<file path="config.mk">
export PLATFORM = sky130hd
export DESIGN_NAME = qdc_decoder
export DESIGN_NICKNAME = d
export VERILOG_FILES = /design/src/qdc_pkg.sv /design/src/qdc_spike_filter.sv /design/src/qdc_axis_counter.sv /design/src/qdc_decoder.sv
export SDC_FILE = /design/constraint.sdc
export NUM_CORES = 1
export LEC_CHECK = 0
export ABC_AREA = 1
export BUFFER_PORTS_ARGS = -buffer_cell sky130_fd_sc_hd__buf_2
export CELL_PAD_IN_SITES_DETAIL_PLACEMENT = 1
export CELL_PAD_IN_SITES_GLOBAL_PLACEMENT = 1
export CORE_ASPECT_RATIO = 1.25
export CORE_UTILIZATION = 36
export CTS_BUF_LIST = sky130_fd_sc_hd__clkbuf_8
export DETAILED_ROUTE_END_ITERATION = 6
export PLACE_DENSITY_LB_ADDON = 0.1
export SYNTH_ARGS = -nofsm -noshare
export SYNTH_HDL_FRONTEND = slang
export SYNTH_SLANG_ARGS = --single-unit
</file>
<file path="constraint.sdc">
create_clock -name sys_clk -period 3.2 [get_ports sys_clk]
set_input_delay 0.32 -clock sys_clk [delete_from_list [all_inputs] [get_ports sys_clk]]
set_output_delay 0.32 -clock sys_clk [all_outputs]
set_load 0.01 [all_outputs]
</file>
<file path="src/qdc_pkg.sv">
// Shared constants for the three-axis quadrature decoder.
package qdc_pkg;
  // Clock rate and the highest permitted sampling rate, in MHz.
  localparam int SYS_CLK_MHZ  = 100;
  localparam int SAMP_MAX_MHZ = 32;
  // Least sampling period in system cycles, rounded up.
  localparam int SAMP_MIN_CYC = (SYS_CLK_MHZ + SAMP_MAX_MHZ - 1) / SAMP_MAX_MHZ;
  // Widths of counters, selects, divider and address.
  localparam int AXIS_W   = 16;
  localparam int EVT_W    = 8;
  localparam int NUM_GPIO = 32;
  localparam int SEL_W    = 5;
  localparam int DIV_W    = 10;
  localparam int ADDR_W   = 8;
  localparam int DATA_W   = 32;
  localparam int FILT_LEN = 3;
  // Register byte offsets.
  localparam logic [ADDR_W-1:0] ADDR_CTRL_ONE = 8'h00;
  localparam logic [ADDR_W-1:0] ADDR_CTRL_TWO = 8'h04;
  localparam logic [ADDR_W-1:0] ADDR_DIVIDER  = 8'h08;
  localparam logic [ADDR_W-1:0] ADDR_X_STEPS  = 8'h0C;
  localparam logic [ADDR_W-1:0] ADDR_Y_STEPS  = 8'h10;
  localparam logic [ADDR_W-1:0] ADDR_Z_STEPS  = 8'h14;
  localparam logic [ADDR_W-1:0] ADDR_EDGE_CNT = 8'h18;
  // Field positions in decoder_control_one.
  localparam int CT1_IRQ_EN  = 0;
  localparam int CT1_PENDING = 1;
  localparam int CT1_CLEAR   = 2;
  localparam int CT1_THR_LSB = 8;
  // Field positions in decoder_control_two: pin selects, then modes.
  localparam int CT2_SEL_LSB  = 0;
  localparam int CT2_SEL_STEP = 8;
  localparam int CT2_MODE_LSB = 24;
  // Reset values.
  localparam logic [DIV_W-1:0]   DIV_RST = 10'h000;
  localparam logic [EVT_W-1:0]   THR_RST = 8'hFF;
  localparam logic [SEL_W-1:0]   SEL_OFF = 5'h00;
  // Per-axis counting modes.
  localparam logic MODE_QUAD = 1'b0;
  localparam logic MODE_EDGE = 1'b1;
endpackage : qdc_pkg

</file>
<file path="src/qdc_spike_filter.sv">
// Spike filter and edge detector for one channel input.
`timescale 1ns/1ps
module qdc_spike_filter #(
  parameter int LEN = qdc_pkg::FILT_LEN
) (
  input  wire logic sys_clk,
  input  wire logic rst_n,
  input  wire logic sample_en,
  input  wire logic pin_in,
  output logic      filt_out,
  output logic      rise,
  output logic      fall
);
  import qdc_pkg::*;

  logic [LEN-1:0] hist_q;  // Last LEN samples, newest in bit 0.
  logic [LEN-1:0] hist_d;  // History after the current sample.

  // Next history is formed every cycle but only loaded on a sampling tick.
  always_comb begin
    hist_d = {hist_q[LEN-2:0], pin_in};
  end

  // The level only moves after LEN equal samples, so shorter spikes die here.
  always_ff @(posedge sys_clk or negedge rst_n) begin
    if (!rst_n) begin
      hist_q   <= '0;
      filt_out <= 1'b0;
      rise     <= 1'b0;
      fall     <= 1'b0;
    end else begin
      rise <= 1'b0;
      fall <= 1'b0;
      if (sample_en) begin
        hist_q <= hist_d;
        if ((&hist_d) && !filt_out) begin
          filt_out <= 1'b1;
          rise     <= 1'b1;
        end else if (!(|hist_d) && filt_out) begin
          filt_out <= 1'b0;
          fall     <= 1'b1;
        end
      end
    end
  end
endmodule : qdc_spike_filter

</file>
<file path="src/qdc_axis_counter.sv">
// Signed step counter for one axis, quadrature or edge mode.
`timescale 1ns/1ps
module qdc_axis_counter #(
  parameter int W = qdc_pkg::AXIS_W
) (
  input  wire logic                sys_clk,
  input  wire logic                rst_n,
  input  wire logic                axis_en,
  input  wire logic                count_mode,
  input  wire logic                level_a,
  input  wire logic                level_b,
  input  wire logic                edge_a,
  input  wire logic                edge_b,
  output logic signed [W-1:0]      steps_q
);
  import qdc_pkg::*;

  logic last_up_q;  // Last decoded direction, reused for double edges.
  logic step_up;    // Direction of the current step.
  logic any_edge;   // At least one channel moved this cycle.

  // A leads B counts up: up when new A differs from old B, or new B equals old A.
  always_comb begin
    any_edge = edge_a | edge_b;
    if (edge_a && edge_b) begin
      step_up = last_up_q;
    end else if (edge_a) begin
      step_up = level_a ^ (level_b ^ edge_b);
    end else begin
      step_up = ~(level_b ^ (level_a ^ edge_a));
    end
  end

  // Counter update; a disabled axis is held at zero.
  always_ff @(posedge sys_clk or negedge rst_n) begin
    if (!rst_n) begin
      steps_q   <= '0;
      last_up_q <= 1'b1;
    end else if (!axis_en) begin
      steps_q   <= '0;
      last_up_q <= 1'b1;
    end else if (any_edge) begin
      if (count_mode == MODE_EDGE) begin
        steps_q <= steps_q + W'(1);
      end else begin
        last_up_q <= step_up;
        // Net signed step count wraps in two's complement.
        steps_q   <= step_up ? steps_q + W'(1) : steps_q - W'(1);
      end
    end
  end
endmodule : qdc_axis_counter

</file>
<file path="src/qdc_decoder.sv">
// Three-axis quadrature decoder top: registers, sampling, counters.
//
// The address-and-strobe port and the register offsets were left to the implementer.
`timescale 1ns/1ps
module qdc_decoder #(
  parameter int NGPIO = qdc_pkg::NUM_GPIO
) (
  input  wire logic                          sys_clk,
  input  wire logic                          rst_n,
  input  wire logic [qdc_pkg::ADDR_W-1:0]    reg_addr,
  input  wire logic [qdc_pkg::DATA_W-1:0]    reg_wdata,
  input  wire logic                          reg_wr,
  input  wire logic                          reg_rd,
  output logic      [qdc_pkg::DATA_W-1:0]    reg_rdata,
  input  wire logic [NGPIO-1:0]              gpio_in,
  input  wire logic                          decoder_clock_gate,
  input  wire logic                          sleep_mode,
  input  wire logic                          low_power_rc_tick,
  output logic                               edge_irq,
  output logic                               wake_req
);
  import qdc_pkg::*;

  localparam int NPAIR = NGPIO / 2;  // Pin pairs reachable by a select.

  // Software-visible state.
  logic                 irq_en_q;        // Interrupt output enable.
  logic                 edge_irq_pending_q;  // Sticky threshold flag.
  logic [EVT_W-1:0]     edge_irq_threshold_q;  // Threshold on the edge count.
  logic [SEL_W-1:0]     pin_select_q [3];  // Pair select per axis, zero is off.
  logic [2:0]           axis_count_mode_q;  // One mode bit per axis.
  logic [DIV_W-1:0]     sampling_divider_setting_q;  // Interval minus one.
  logic [EVT_W-1:0]     overall_edge_counter_q;  // Cycles with an edge on any enabled channel.
  logic [DATA_W-1:0]    rdata_d;  // Read data before the output register.

  // Decoded write strobes.
  logic wr_ctrl_one;
  logic wr_ctrl_two;
  logic wr_div;
  logic clr_pending;
  logic clr_counter;

  // Sampling divider.
  logic [DIV_W-1:0] div_cnt_q;  // Cycles since the last divided tick.
  logic [DIV_W-1:0] div_last;   // Terminal count, floored for the rate limit.
  logic             div_tick;   // Divided-clock sampling tick.
  logic             sample_en;  // Tick actually used by the filters.

  // Channel wiring: channel c belongs to axis c/2, A when c is even.
  logic [5:0] ch_pin;
  logic [5:0] ch_level;
  logic [5:0] ch_rise;
  logic [5:0] ch_fall;
  logic [5:0] ch_edge;
  logic [2:0] axis_en;
  logic signed [AXIS_W-1:0] axis_steps [3];
  logic       any_edge;  // Some enabled channel had an edge this cycle.

  // Register port decode; writes land at any time, the gate only stalls sampling.
  always_comb begin
    wr_ctrl_one = reg_wr && reg_addr == ADDR_CTRL_ONE;
    wr_ctrl_two = reg_wr && reg_addr == ADDR_CTRL_TWO;
    wr_div      = reg_wr && reg_addr == ADDR_DIVIDER;
    clr_pending = wr_ctrl_one && reg_wdata[CT1_PENDING];
    clr_counter = wr_ctrl_one && reg_wdata[CT1_CLEAR];
  end

  // Control register one: enable and threshold.
  always_ff @(posedge sys_clk or negedge rst_n) begin
    if (!rst_n) begin
      irq_en_q             <= 1'b0;
      edge_irq_threshold_q <= THR_RST;
    end else if (wr_ctrl_one) begin
      irq_en_q             <= reg_wdata[CT1_IRQ_EN];
      edge_irq_threshold_q <= reg_wdata[CT1_THR_LSB +: EVT_W];
    end
  end

  // Control register two: pair selects and per-axis mode.
  always_ff @(posedge sys_clk or negedge rst_n) begin
    if (!rst_n) begin
      pin_select_q[0]   <= SEL_OFF;
      pin_select_q[1]   <= SEL_OFF;
      pin_select_q[2]   <= SEL_OFF;
      axis_count_mode_q <= {3{MODE_QUAD}};
    end else if (wr_ctrl_two) begin
      pin_select_q[0]   <= reg_wdata[CT2_SEL_LSB +: SEL_W];
      pin_select_q[1]   <= reg_wdata[CT2_SEL_LSB + CT2_SEL_STEP +: SEL_W];
      pin_select_q[2]   <= reg_wdata[CT2_SEL_LSB + 2*CT2_SEL_STEP +: SEL_W];
      axis_count_mode_q <= reg_wdata[CT2_MODE_LSB +: 3];
    end
  end

  // Divider setting register.
  always_ff @(posedge sys_clk or negedge rst_n) begin
    if (!rst_n) begin
      sampling_divider_setting_q <= DIV_RST;
    end else if (wr_div) begin
      sampling_divider_setting_q <= reg_wdata[DIV_W-1:0];
    end
  end

  // The interval is setting plus one cycles, but never shorter than the
  // 32 MHz limit allows; small settings are quietly stretched.
  always_comb begin
    if (sampling_divider_setting_q < DIV_W'(SAMP_MIN_CYC - 1)) begin
      div_last = DIV_W'(SAMP_MIN_CYC - 1);
    end else begin
      div_last = sampling_divider_setting_q;
    end
    div_tick = div_cnt_q >= div_last;
    // In sleep the divider is bypassed and the RC clock ticks drive sampling.
    if (!decoder_clock_gate) begin
      sample_en = 1'b0;
    end else if (sleep_mode) begin
      sample_en = low_power_rc_tick;
    end else begin
      sample_en = div_tick;
    end
  end

  // Divider counter; restarts while asleep so waking begins a full interval.
  always_ff @(posedge sys_clk or negedge rst_n) begin
    if (!rst_n) begin
      div_cnt_q <= '0;
    end else if (!decoder_clock_gate || sleep_mode || div_tick) begin
      div_cnt_q <= '0;
    end else begin
      div_cnt_q <= div_cnt_q + DIV_W'(1);
    end
  end

  // Pin pair selection, filtering and edge detection per channel.
  genvar c;
  generate
    for (c = 0; c < 6; c++) begin : g_chan
      logic [SEL_W-1:0] sel;
      assign sel = pin_select_q[c/2];
      // Select n maps to pins 2n-2 (A) and 2n-1 (B); zero reads low.
      always_comb begin
        if (sel != SEL_OFF && int'(sel) <= NPAIR) begin
          ch_pin[c] = gpio_in[2*(int'(sel)-1) + (c % 2)];
        end else begin
          ch_pin[c] = 1'b0;
        end
      end
      qdc_spike_filter #(.LEN(FILT_LEN)) u_filt (
        .sys_clk   (sys_clk),
        .rst_n     (rst_n),
        .sample_en (sample_en),
        .pin_in    (ch_pin[c]),
        .filt_out  (ch_level[c]),
        .rise      (ch_rise[c]),
        .fall      (ch_fall[c])
      );
      // Edges of a disabled axis are dropped here.
      assign ch_edge[c] = (ch_rise[c] | ch_fall[c]) & axis_en[c/2];
    end
  endgenerate

  // One counter per axis.
  genvar a;
  generate
    for (a = 0; a < 3; a++) begin : g_axis
      assign axis_en[a] = pin_select_q[a] != SEL_OFF && int'(pin_select_q[a]) <= NPAIR;
      qdc_axis_counter #(.W(AXIS_W)) u_axis (
        .sys_clk    (sys_clk),
        .rst_n      (rst_n),
        .axis_en    (axis_en[a]),
        .count_mode (axis_count_mode_q[a]),
        .level_a    (ch_level[2*a]),
        .level_b    (ch_level[2*a+1]),
        .edge_a     (ch_edge[2*a]),
        .edge_b     (ch_edge[2*a+1]),
        .steps_q    (axis_steps[a])
      );
    end
  endgenerate

  assign any_edge = |ch_edge;

  // Overall edge counter; an edge in the clearing cycle survives as a count of one.
  always_ff @(posedge sys_clk or negedge rst_n) begin
    if (!rst_n) begin
      overall_edge_counter_q <= '0;
    end else if (clr_counter) begin
      overall_edge_counter_q <= any_edge ? EVT_W'(1) : '0;
    end else if (any_edge) begin
      overall_edge_counter_q <= overall_edge_counter_q + EVT_W'(1);
    end
  end

  // Sticky pending flag: the threshold hit wins over a clear in the same cycle.
  // The counter is not stopped, so it can wrap below the threshold later.
  always_ff @(posedge sys_clk or negedge rst_n) begin
    if (!rst_n) begin
      edge_irq_pending_q <= 1'b0;
    end else if (overall_edge_counter_q >= edge_irq_threshold_q) begin
      edge_irq_pending_q <= 1'b1;
    end else if (clr_pending) begin
      edge_irq_pending_q <= 1'b0;
    end
  end

  // Interrupt and wake outputs, both registered.
  always_ff @(posedge sys_clk or negedge rst_n) begin
    if (!rst_n) begin
      edge_irq <= 1'b0;
      wake_req <= 1'b0;
    end else begin
      edge_irq <= edge_irq_pending_q && irq_en_q;
      wake_req <= sleep_mode && any_edge;
    end
  end

  // Read multiplexer; unmapped offsets read zero.
  always_comb begin
    rdata_d = '0;
    case (reg_addr)
      ADDR_CTRL_ONE: begin
        rdata_d[CT1_IRQ_EN]             = irq_en_q;
        rdata_d[CT1_PENDING]            = edge_irq_pending_q;
        rdata_d[CT1_THR_LSB +: EVT_W]   = edge_irq_threshold_q;
      end
      ADDR_CTRL_TWO: begin
        rdata_d[CT2_SEL_LSB +: SEL_W]                  = pin_select_q[0];
        rdata_d[CT2_SEL_LSB + CT2_SEL_STEP +: SEL_W]   = pin_select_q[1];
        rdata_d[CT2_SEL_LSB + 2*CT2_SEL_STEP +: SEL_W] = pin_select_q[2];
        rdata_d[CT2_MODE_LSB +: 3]                     = axis_count_mode_q;
      end
      ADDR_DIVIDER:  rdata_d[DIV_W-1:0] = sampling_divider_setting_q;
      // Axis counts are sign-extended to the full word.
      ADDR_X_STEPS:  rdata_d = DATA_W'(axis_steps[0]);
      ADDR_Y_STEPS:  rdata_d = DATA_W'(axis_steps[1]);
      ADDR_Z_STEPS:  rdata_d = DATA_W'(axis_steps[2]);
      ADDR_EDGE_CNT: rdata_d[EVT_W-1:0] = overall_edge_counter_q;
      default:       rdata_d = '0;
    endcase
  end

  // Read data stands for exactly the cycle after the strobe.
  always_ff @(posedge sys_clk or negedge rst_n) begin
    if (!rst_n) begin
      reg_rdata <= '0;
    end else if (reg_rd) begin
      reg_rdata <= rdata_d;
    end else begin
      reg_rdata <= '0;
    end
  end

  // Helper: cycles since the last divided sampling tick.
  logic [DIV_W:0] gap_q;
  always_ff @(posedge sys_clk or negedge rst_n) begin
    if (!rst_n) begin
      gap_q <= '0;
    end else if (sample_en || sleep_mode || !decoder_clock_gate) begin
      gap_q <= '0;
    end else if (!(&gap_q)) begin
      gap_q <= gap_q + (DIV_W+1)'(1);
    end
  end
endmodule : qdc_decoder

</file>
# == After elaboration in Yosys (flattened, before gate mapping) ==
# Index checks and enable logic that the tools add are counted.
# totals
reg_bits,171
elab_cells,298
# classes
add_sub_neg,14
n_lt_le_gt_ge,12
n_eq_ne,12
mux,113
bitwise,30
reduce_logical,74
# ops
op,count
16-bit 2-to-1 mux,12
1-bit 2-to-1 mux,80
16-bit by 2-bit adder with 16-bit output (second input constant),3
16-bit by 2-bit subtractor with 16-bit output (second input constant),3
32-bit 2-to-1 mux,1
3-bit case mux with 5 select lines,2
1-bit logical AND,25
7-bit by 2-bit adder with 8-bit output (second input constant),3
8-bit by 5-bit == test with 1-bit output (second input constant),3
8-bit by 7-bit less-than comparator with 1-bit output (second input constant),3
3-bit case mux with 4 select lines,2
7-bit less-than comparator (second input constant),3
10-bit 2-to-1 mux,2
5-bit case mux with 4 select lines,1
3-bit case mux with 6 select lines,1
2-bit AND reduction,9
3-bit AND reduction,6
3-bit OR reduction,6
5-bit by 1-bit subtractor with 6-bit output (second input constant),3
8-bit by 4-bit == test with 1-bit output (second input constant),2
8-bit 2-to-1 mux,2
2-bit nonzero test,8
1-bit binary-select mux with 5-bit select,3
5-bit <= comparator (second input constant),3
21 further kinds,69

# == Depth between registers and ports, before layout ==
# Gate-level depths: netlist of run 1.
# depth
ltp_word,12
ltp_mapped,16
ltp_nobuf,14

# == By module ==
# Synthesis of run 1 repeated with hierarchy kept, for this count alone.
# hier_totals
hier_cells,1777
area_unflattened_um2,11952.7
# modules_own_cells
module,instances,cells_each,area_per_inst_um2,seq_area_each_um2
qdc_decoder,1,853,5923.2,2087.0
qdc_axis_counter (g_axis[0].u_axis ...),2,260,1611.5,426.7
qdc_axis_counter (g_axis[1].u_axis),1,278,1612.8,426.7
qdc_spike_filter,6,21,198.9,125.1

# == Least setup slack after synthesis of run 1 ==
# No wires, ideal clock.
# synth_timing
kind,register to register
from,register sampling_divider_setting_q[4]
to,register g_chan[2].u_filt.hist_q[1]
arrival_ns,2.063
required_time_ns,3.117
slack_ns,1.055
stages_incl_launch_ff,14
cell_sequence,dfrtp_1 -> nor4_1 -> o211ai_1 -> inv_1 -> nor2_1 -> ha_1 -> inv_1 -> nor2_1 -> o211ai_1 -> nand4_1 -> o21bai_2 -> buf_2 -> nand2_1 -> o21ai_0
# synth_between
elab_chain_cells,5
# synth_rtl
element,line_no,source
from (decl),qdc_decoder.sv:32,logic [DIV_W-1:0] sampling_divider_setting_q;
from (signal assigned),qdc_decoder.sv:99,sampling_divider_setting_q <= reg_wdata[DIV_W-1:0];
10-bit by 2-bit less-than comparator with 1-bit output,qdc_decoder.sv:106,if (sampling_divider_setting_q < DIV_W'(SAMP_MIN_CYC - 1)) begin
10-bit 2-to-1 mux (*),qdc_decoder.sv:106,
10-bit >= comparator (*),qdc_decoder.sv:111,div_tick = div_cnt_q >= div_last;
1-bit 2-to-1 mux (*),qdc_decoder.sv:115,end else if (sleep_mode) begin
1-bit 2-to-1 mux (*),qdc_decoder.sv:113,if (!decoder_clock_gate) begin
to (signal assigned),qdc_spike_filter.sv:35,hist_q <= hist_d;
to (decl),qdc_spike_filter.sv:16,logic [LEN-1:0] hist_q;
# Every way passes the cells marked *; elsewhere a longest branch is shown, timed or not.
# A chain may end at the register's enable or synchronous reset.

# == Worst setup path in the final report of run 1 ==
# layout_timing
from,register pin_select_q (netlist bit g_chan[0].sel[1])
to,register g_axis[0].u_axis.steps_q[11]
# layout_between
elab_chain_cells,12
elab_cells_between_ends,19
classes_between,order compare: 1; eq/ne: 1; mux: 6; bitwise: 8; reduce/logical: 3
# layout_rtl
element,line_no,source
from (decl),qdc_decoder.sv:30,logic [SEL_W-1:0] pin_select_q [3];
5-bit <= comparator or 5-bit nonzero test (tied branches),qdc_decoder.sv:165,assign axis_en[a] = pin_select_q[a] != SEL_OFF && int'(pin_select_q[a]) <= NPAIR;
1-bit logical AND (*),qdc_decoder.sv:165,
1-bit AND,qdc_decoder.sv:157,assign ch_edge[c] = (ch_rise[c] | ch_fall[c]) & axis_en[c/2];
1-bit XOR (2 in series),qdc_axis_counter.sv:30,step_up = ~(level_b ^ (level_a ^ edge_a));
1-bit inverter,qdc_axis_counter.sv:30,
1-bit 2-to-1 mux,qdc_axis_counter.sv:27,end else if (edge_a) begin
1-bit 2-to-1 mux,qdc_axis_counter.sv:25,if (edge_a && edge_b) begin
16-bit 2-to-1 mux,qdc_axis_counter.sv:48,steps_q <= step_up ? steps_q + W'(1) : steps_q - W'(1);
16-bit 2-to-1 mux,qdc_axis_counter.sv:43,if (count_mode == MODE_EDGE) begin
16-bit 2-to-1 mux,qdc_axis_counter.sv:42,end else if (any_edge) begin
16-bit 2-to-1 mux,qdc_axis_counter.sv:39,end else if (!axis_en) begin
to (signal assigned),qdc_axis_counter.sv:44,steps_q <= steps_q + W'(1);
to (signal assigned),qdc_axis_counter.sv:48,
to (decl),qdc_axis_counter.sv:14,output logic signed [W-1:0] steps_q
# Every way passes the cells marked *; elsewhere a longest branch is shown, timed or not. The select of a mux whose other input is x is not followed.

==> flow_summary.ini, run 1 <==
[grt]
grtUsageTotal_pct = 25.7
grt_overflow_total = 0
grt_pass1_vias = 11714
grt_max_degree = 74
grt_pass1_wl_um = 64000
antenna_found_initial = 0

[layout]
fillers = 4053
seq_area_mm2 = 0.00412
drive_gt1_share_pct = 13.2
multi_input_area_mm2 = 0.00622
finish.net_count = 1841
syn2layout_area_growth_pct = 11.3
antenna_cells = 0

[logic_synthesis]
synthesis.instances = 1650
netlist_area_mm2 = 0.0114
synth-xor-area-share_pct = 4.06
ys_seq_area_share_pct = 36.0
synth_compound_area_share_pct = 12.1
ys_async_sr_fraction_pct = 100
synth-adder-area-share_pct = 3.50
synth_top_family_by_area = simple AND/OR/NAND/NOR gates
synth_seq_cells = 164
syn_area_per_cell_um2 = 6.93
yosysWarnings = 0
synth_edf_count = 0
synthMuxAreaShare_pct = 0.295
synth.net_count = 1761
synth_ff_type = dfrtp_1
synth_simple_gate_area_share_pct = 34.4
synth_cell_types = 51

[placement]
gp_congestion = 0.892
post-dp-hpwl_um = 31300
pre_cts_ws_ns = 0.519
placement.io_buffers = 104

[hold_path]
hold_path_class = input port to flip-flop

[route]
dr.pass1.iters = 5
drt_iter0_drc = 577
via_per_inst = 5.33
drc_errors = 0
via_count = 11470
wl_per_cell_um = 18.6
wirelength_um = 39900
antenna_left = 0

[cts]
clk_latency_ns = 0.52
cts_setup_buffers = 0
cts_sinks = 164
clk_pin_slew_ns = 0.11
cts_tree = done
cts_buffer_depth = 2
htree_levels = 4
cts_resized = 0
cts_buffers = 17
clockRootBuffer = clkbuf_8
cts_hold_buf = 1

[timing]
finClkSkew_ns = 0.0235
tightestPinTransition_ns = 0.929
rsz0062_at_grt = no
setup_viol = 0
finalHoldViolations = 0
min_period_ns = 2.65
max-slew-margin-rel_pct = 37.8
fmax_mhz = 377
postLayoutSetupSlackWorst_ns = 0.548
setup_tns_ns = 0
period_share_pct = 82.9
final_max_slew_viol_count = 0

[critical_path]
cp-end-kind = flip-flop
endpoint = g_axis[0].u_axis.steps_q[11]
reg2reg_depth = 11
cp-startpoint = g_chan[0].sel[1]
r2r_start = g_chan[0].sel[1]
crit_fanout = 12
critical_path_required_ns = 3.61
cp_data_arrival_time_ns = 3.06
reg2reg_slack_ns = 0.55
rr_endpoint = g_axis[0].u_axis.steps_q[11]
critical_path_class = flip-flop to flip-flop
start_kind = flip-flop

[die]
ioPinCount = 113
die-width_um = 161
die-area_mm2 = 0.0325
core_area_mm2 = 0.0311
initial_utilization_pct = 36.8
num_rows = 72
die_h_um = 201

[power_and_ir_drop]
p_per_area_mw_per_mm2 = 351
p_leak_nw = 6.44
max-vdd-ir-drop_uv = 203

[run]
maxCapViolCount = 0

[status]
run_status = complete, no violations
[synth_stat cells (11+ instances only)]
| cell type | number | share of area, % |
|---|---|---|
| nand2_1 | 434 | 14 |
| inv_1 | 186 | 6.1 |
| nand3_1 | 162 | 7.1 |
| dfrtp_1 | 153 | 33 |
| nor2_1 | 150 | 4.9 |
| o21ai_0 | 105 | 4.6 |
| a21oi_1 | 88 | 3.9 |
| nand4_1 | 48 | 2.6 |
| xor2_1 | 43 | 3.3 |
| buf_2 | 33 | 1.4 |
| ha_1 | 32 | 3.5 |
| o22ai_1 | 30 | 1.6 |
| nor3_1 | 26 | 1.1 |
| nand2_2 | 16 | 0.88 |
| o21ai_1 | 14 | 0.61 |
| clkbuf_1 | 13 | 0.43 |
| inv_2 | 12 | 0.39 |
| dfstp_2 | 11 | 2.5 |
[worst min path at each step]
stage          cells past startpoint                      endpoint     startpoint  slack (ns)
3_5_place_dp                       1   g_axis[2].u_axis.steps_q[9]          rst_n        0.39
2_1_floorplan                      0          axis_count_mode_q[0]          rst_n        0.02
5_1_grt                            2              g_chan[4].sel[3]  reg_wdata[19]        0.04
6_report                           2              g_chan[4].sel[2]  reg_wdata[18]        0.05
4_1_cts                            2              g_chan[4].sel[2]  reg_wdata[18]        0.03
3_3_place_gp                       1  g_axis[2].u_axis.steps_q[10]          rst_n        0.39
[report_power, final]
group	switching [mW]	internal, mW
Combinational	0.385	0.167
Sequential	0.0415	2.12
Clock	0.866	0.890
[metal layers]
metal	routed length (µm)	track usage, %
met5	0	0
met4	1570	12.0
met3	1440	3.59
met2	19500	43.8
met1	17400	31.8
[critical path, stage by stage (launching register included)]
cell	delay, ns
dfrtp_1	0.39
inv_1	0.14
ha_1	0.19
nand3_1	0.08
nand2_1	0.08
nand2_2	0.23
inv_4	0.16
nor2_4	0.07
nor2_1	0.72
inv_2	0.24
nand4_1	0.18
nand2_1	0.06
[cells in the final DEF (no fill, tap or decap), types with 3 or more instances in the layout]
master	n
clkinv_4	3
mux2_2	3
nor4_1	4
buf_2	103
nand3_1	162
inv_2	12
dfstp_2	11
a21oi_1	88
nor3_2	4
nor3_1	26
nand2_4	5
nor3b_1	3
nand2_2	16
ha_1	32
clkbuf_8	19
nand2_1	434
o22ai_1	30
nor2_4	4
o21ai_1	14
o211ai_1	6
nand3_2	4
xor2_1	43
nor2_2	8
clkinv_2	3
xnor2_1	10
o21ai_0	105
inv_1	187
nand4_1	48
nor2_1	150
nand3_4	4
buf_4	16
bufinv_16	4
dfrtp_1	153
nand3b_1	3
[flip-flops by register name, summed over array words and instances, names as in the netlist, 6 cells and up]
name                        count
g_axis.u_axis.steps_q          48
reg_rdata                      25
g_chan.sel                     15
g_chan.u_filt.hist_q           12
div_cnt_q                      10
sampling_divider_setting_q     10
edge_irq_threshold_q            8
overall_edge_counter_q          8
g_chan.u_filt.fall              6
g_chan.u_filt.filt_out          6
g_chan.u_filt.rise              6
[layout make-up]
type / instances / area share [%]
multi-input combinational: 1223 / 48.9
sequential: 164 / 32.3
inverter: 202 / 6.00
timing repair buffer: 122 / 5.32
tap: 407 / 4.00
clock buffer: 19 / 2.05
clock inverter: 13 / 1.43
[stage by stage]
stage	hold WS [ns]	power (mW)	std cells	util [%]	instance area, µm²
final	0.0521	4.47	2150	41.0	12700
after global routing	0.0389	4.67	2150	41.0	12700
after CTS	0.0253	4.53	2150	41.0	12700
after detailed placement	0.390	2.76	2117	39.5	12300
after global placement	0.390	2.75	2117	39.5	12300
after floorplan	0.0244	2.51	1650	-	11400
[cell families after synthesis]
| logic type | after synthesis |
|---|---|
| simple gates | 879 |
| buf+inv | 263 |
| compound gates | 256 |
| flops | 164 |
| xor+xnor | 53 |
| fa+ha+maj | 32 |
| mux | 3 |
Power figures use the tool's default switching activity.
==> run 2, diff against run 1 <==
==> constraint.sdc (replaced) <==
create_clock -name sys_clk -period 2.4 [get_ports sys_clk]
set_input_delay 0.24 -clock sys_clk [delete_from_list [all_inputs] [get_ports sys_clk]]
set_output_delay 0.24 -clock sys_clk [all_outputs]
set_load 0.01 [all_outputs]
==> flow_summary.ini, run 2 (synthesis results as in run 1) <==
[status]
run_status = complete, but fails checks
violations = setup timing

[grt]
grt_overflow_total = 0
grt_max_degree = 58
grt_pass1_vias = 11778
grt_pass1_wl_um = 65000
grtUsageTotal_pct = 25.9
antenna_found_initial = 0

[power_and_ir_drop]
p_per_area_mw_per_mm2 = 432
p_leak_nw = 6.69
fin_total_pwr_mw = 5.77
max-vdd-ir-drop_uv = 199

[die]
num_rows = 72
die_h_um = 201
core_area_mm2 = 0.0311
initial_utilization_pct = 36.8
die-area_mm2 = 0.0325
die-width_um = 161
ioPinCount = 113

[layout]
fin_cells = 2200
drive_gt1_share_pct = 16.1
final_cell_mix = 428 x nand2_1, 187 x inv_1, 162 x nand3_1
largest_register = g_axis.u_axis.steps_q
layout_commonest_cell = nand2_1
finish.net_count = 1891
antenna_cells = 0
fin_area_mm2 = 0.0133
syn2layout_area_growth_pct = 16.7
largest_reg_flops = 48

[cts]
cts_buffer_depth = 2
htree_levels = 4
clk_pin_slew_ns = 0.10
cts_buffers = 17
cts_tree = done
clockRootBuffer = clkbuf_8
clk_latency_ns = 0.52
cts_sinks = 164

[route]
dr.pass1.iters = 4
via_per_inst = 5.25
wirelength_um = 41400
wl_per_cell_um = 18.8
drc_errors = 0
antenna_left = 0
via_count = 11543
drt_iter0_drc = 530

[timing]
postLayoutSetupSlackWorst_ns = -0.134
holdWs_ns = 0.0361
period_share_pct = 106
setup_tns_ns = -0.657
finClkSkew_ns = 0.0182
min_period_ns = 2.53
final_max_slew_viol_count = 0
fmax_mhz = 395
rsz0062_at_grt = yes
setup_viol = 22
tightestPinTransition_ns = 0.895
finalHoldViolations = 0
max-slew-margin-rel_pct = 40.1

[critical_path]
critical_path_required_ns = 2.79
crit_fanout = 4
start_kind = flip-flop
critical_path_class = flip-flop to flip-flop
cp-end-kind = flip-flop
cp_data_arrival_time_ns = 2.92

[placement]
dp.cells = 2135
post-dp-hpwl_um = 31800
gp_congestion = 0.903
placement.io_buffers = 104
placedInstanceArea_mm2 = 0.0124

[hold_path]
hold_path_class = input port to flip-flop

[run]
maxCapViolCount = 0
## run 2: layout make-up
| class | instances | area, µm² |
|---|---|---|
| Fill cell | 4081 | 17700 |
| Multi-Input combinational cell | 1224 | 6380 |
| Sequential cell | 164 | 4120 |
| Timing Repair Buffer | 171 | 1200 |
| Inverter | 202 | 763 |
| Tap cell | 407 | 509 |
| Clock buffer | 17 | 234 |
| Clock inverter | 15 | 131 |
## run 2: path summary, 6_finish.rpt
| kind | startpoint | slack (ns) | to | cells after the start |
|---|---|---|---|---|
| max | sampling_divider_setting_q[9] | -0.13 | g_chan[3].u_filt.filt_out | 15 |
| min | reg_wr | 0.04 | axis_count_mode_q[0] | 3 |
| max reg2reg | sampling_divider_setting_q[9] | -0.13 | g_chan[3].u_filt.filt_out | 15 |
| min reg2reg | sampling_divider_setting_q[0] | 0.50 | sampling_divider_setting_q[0] | 2 |
| max in group asynchronous | rst_n | 1.36 | g_axis[1].u_axis.last_up_q | 3 |
| min in group asynchronous | rst_n | 0.27 | g_axis[2].u_axis.steps_q[8] | 2 |
## run 2: power breakdown
part | total, mW | switching [mW] | internal (mW) | leakage (nW)
combinational | 0.852 | 0.551 | 0.301 | 4.33
clock | 2.03 | 1.20 | 0.821 | 0.174
sequential | 2.89 | 0.0607 | 2.83 | 2.19
## run 2: repair_timing
item / in CTS / in global routing
gates resized for setup: 6 / 46
hold endpoints to repair: 70 / 0
setup buffers: 0 / 6
cloned: 0 / 5
hold buffers: 22 / 0
pin swaps: 0 / 11
endpoints found under the setup margin: 16 / 41
## run 2: critical path, stage by stage (launching register included)
cell      delay (ns)
dfrtp_1         0.41
nor4_2          0.28
o211ai_1        0.15
inv_1           0.08
nor2_1          0.04
ha_1            0.28
nand2_1         0.05
nor2_1          0.10
nand4_1         0.10
nand4_1         0.12
buf_6           0.13
o21bai_4        0.10
buf_12          0.15
buf_8           0.13
o21ai_0         0.19
nand2_1         0.09
## run 2: layer usage
layer / GRT usage, % / vias up / part of all wire (%)
met3: 2.84 / 51 / 2.4
met5: 0 / - / 0
met1: 32.7 / 5664 / 44
met4: 8.19 / 0 / 2.3
li1: - / 5648 / -
met2: 45.8 / 180 / 51
## run 2: stage by stage
stage	utilization, %	setup slack (ns)
finish	42.9	-0.134
global route	42.9	-0.342
CTS	42.0	-0.00429
detailed placement	40.0	-0.244
global placement	40.0	-0.160
floorplan	-	0.255
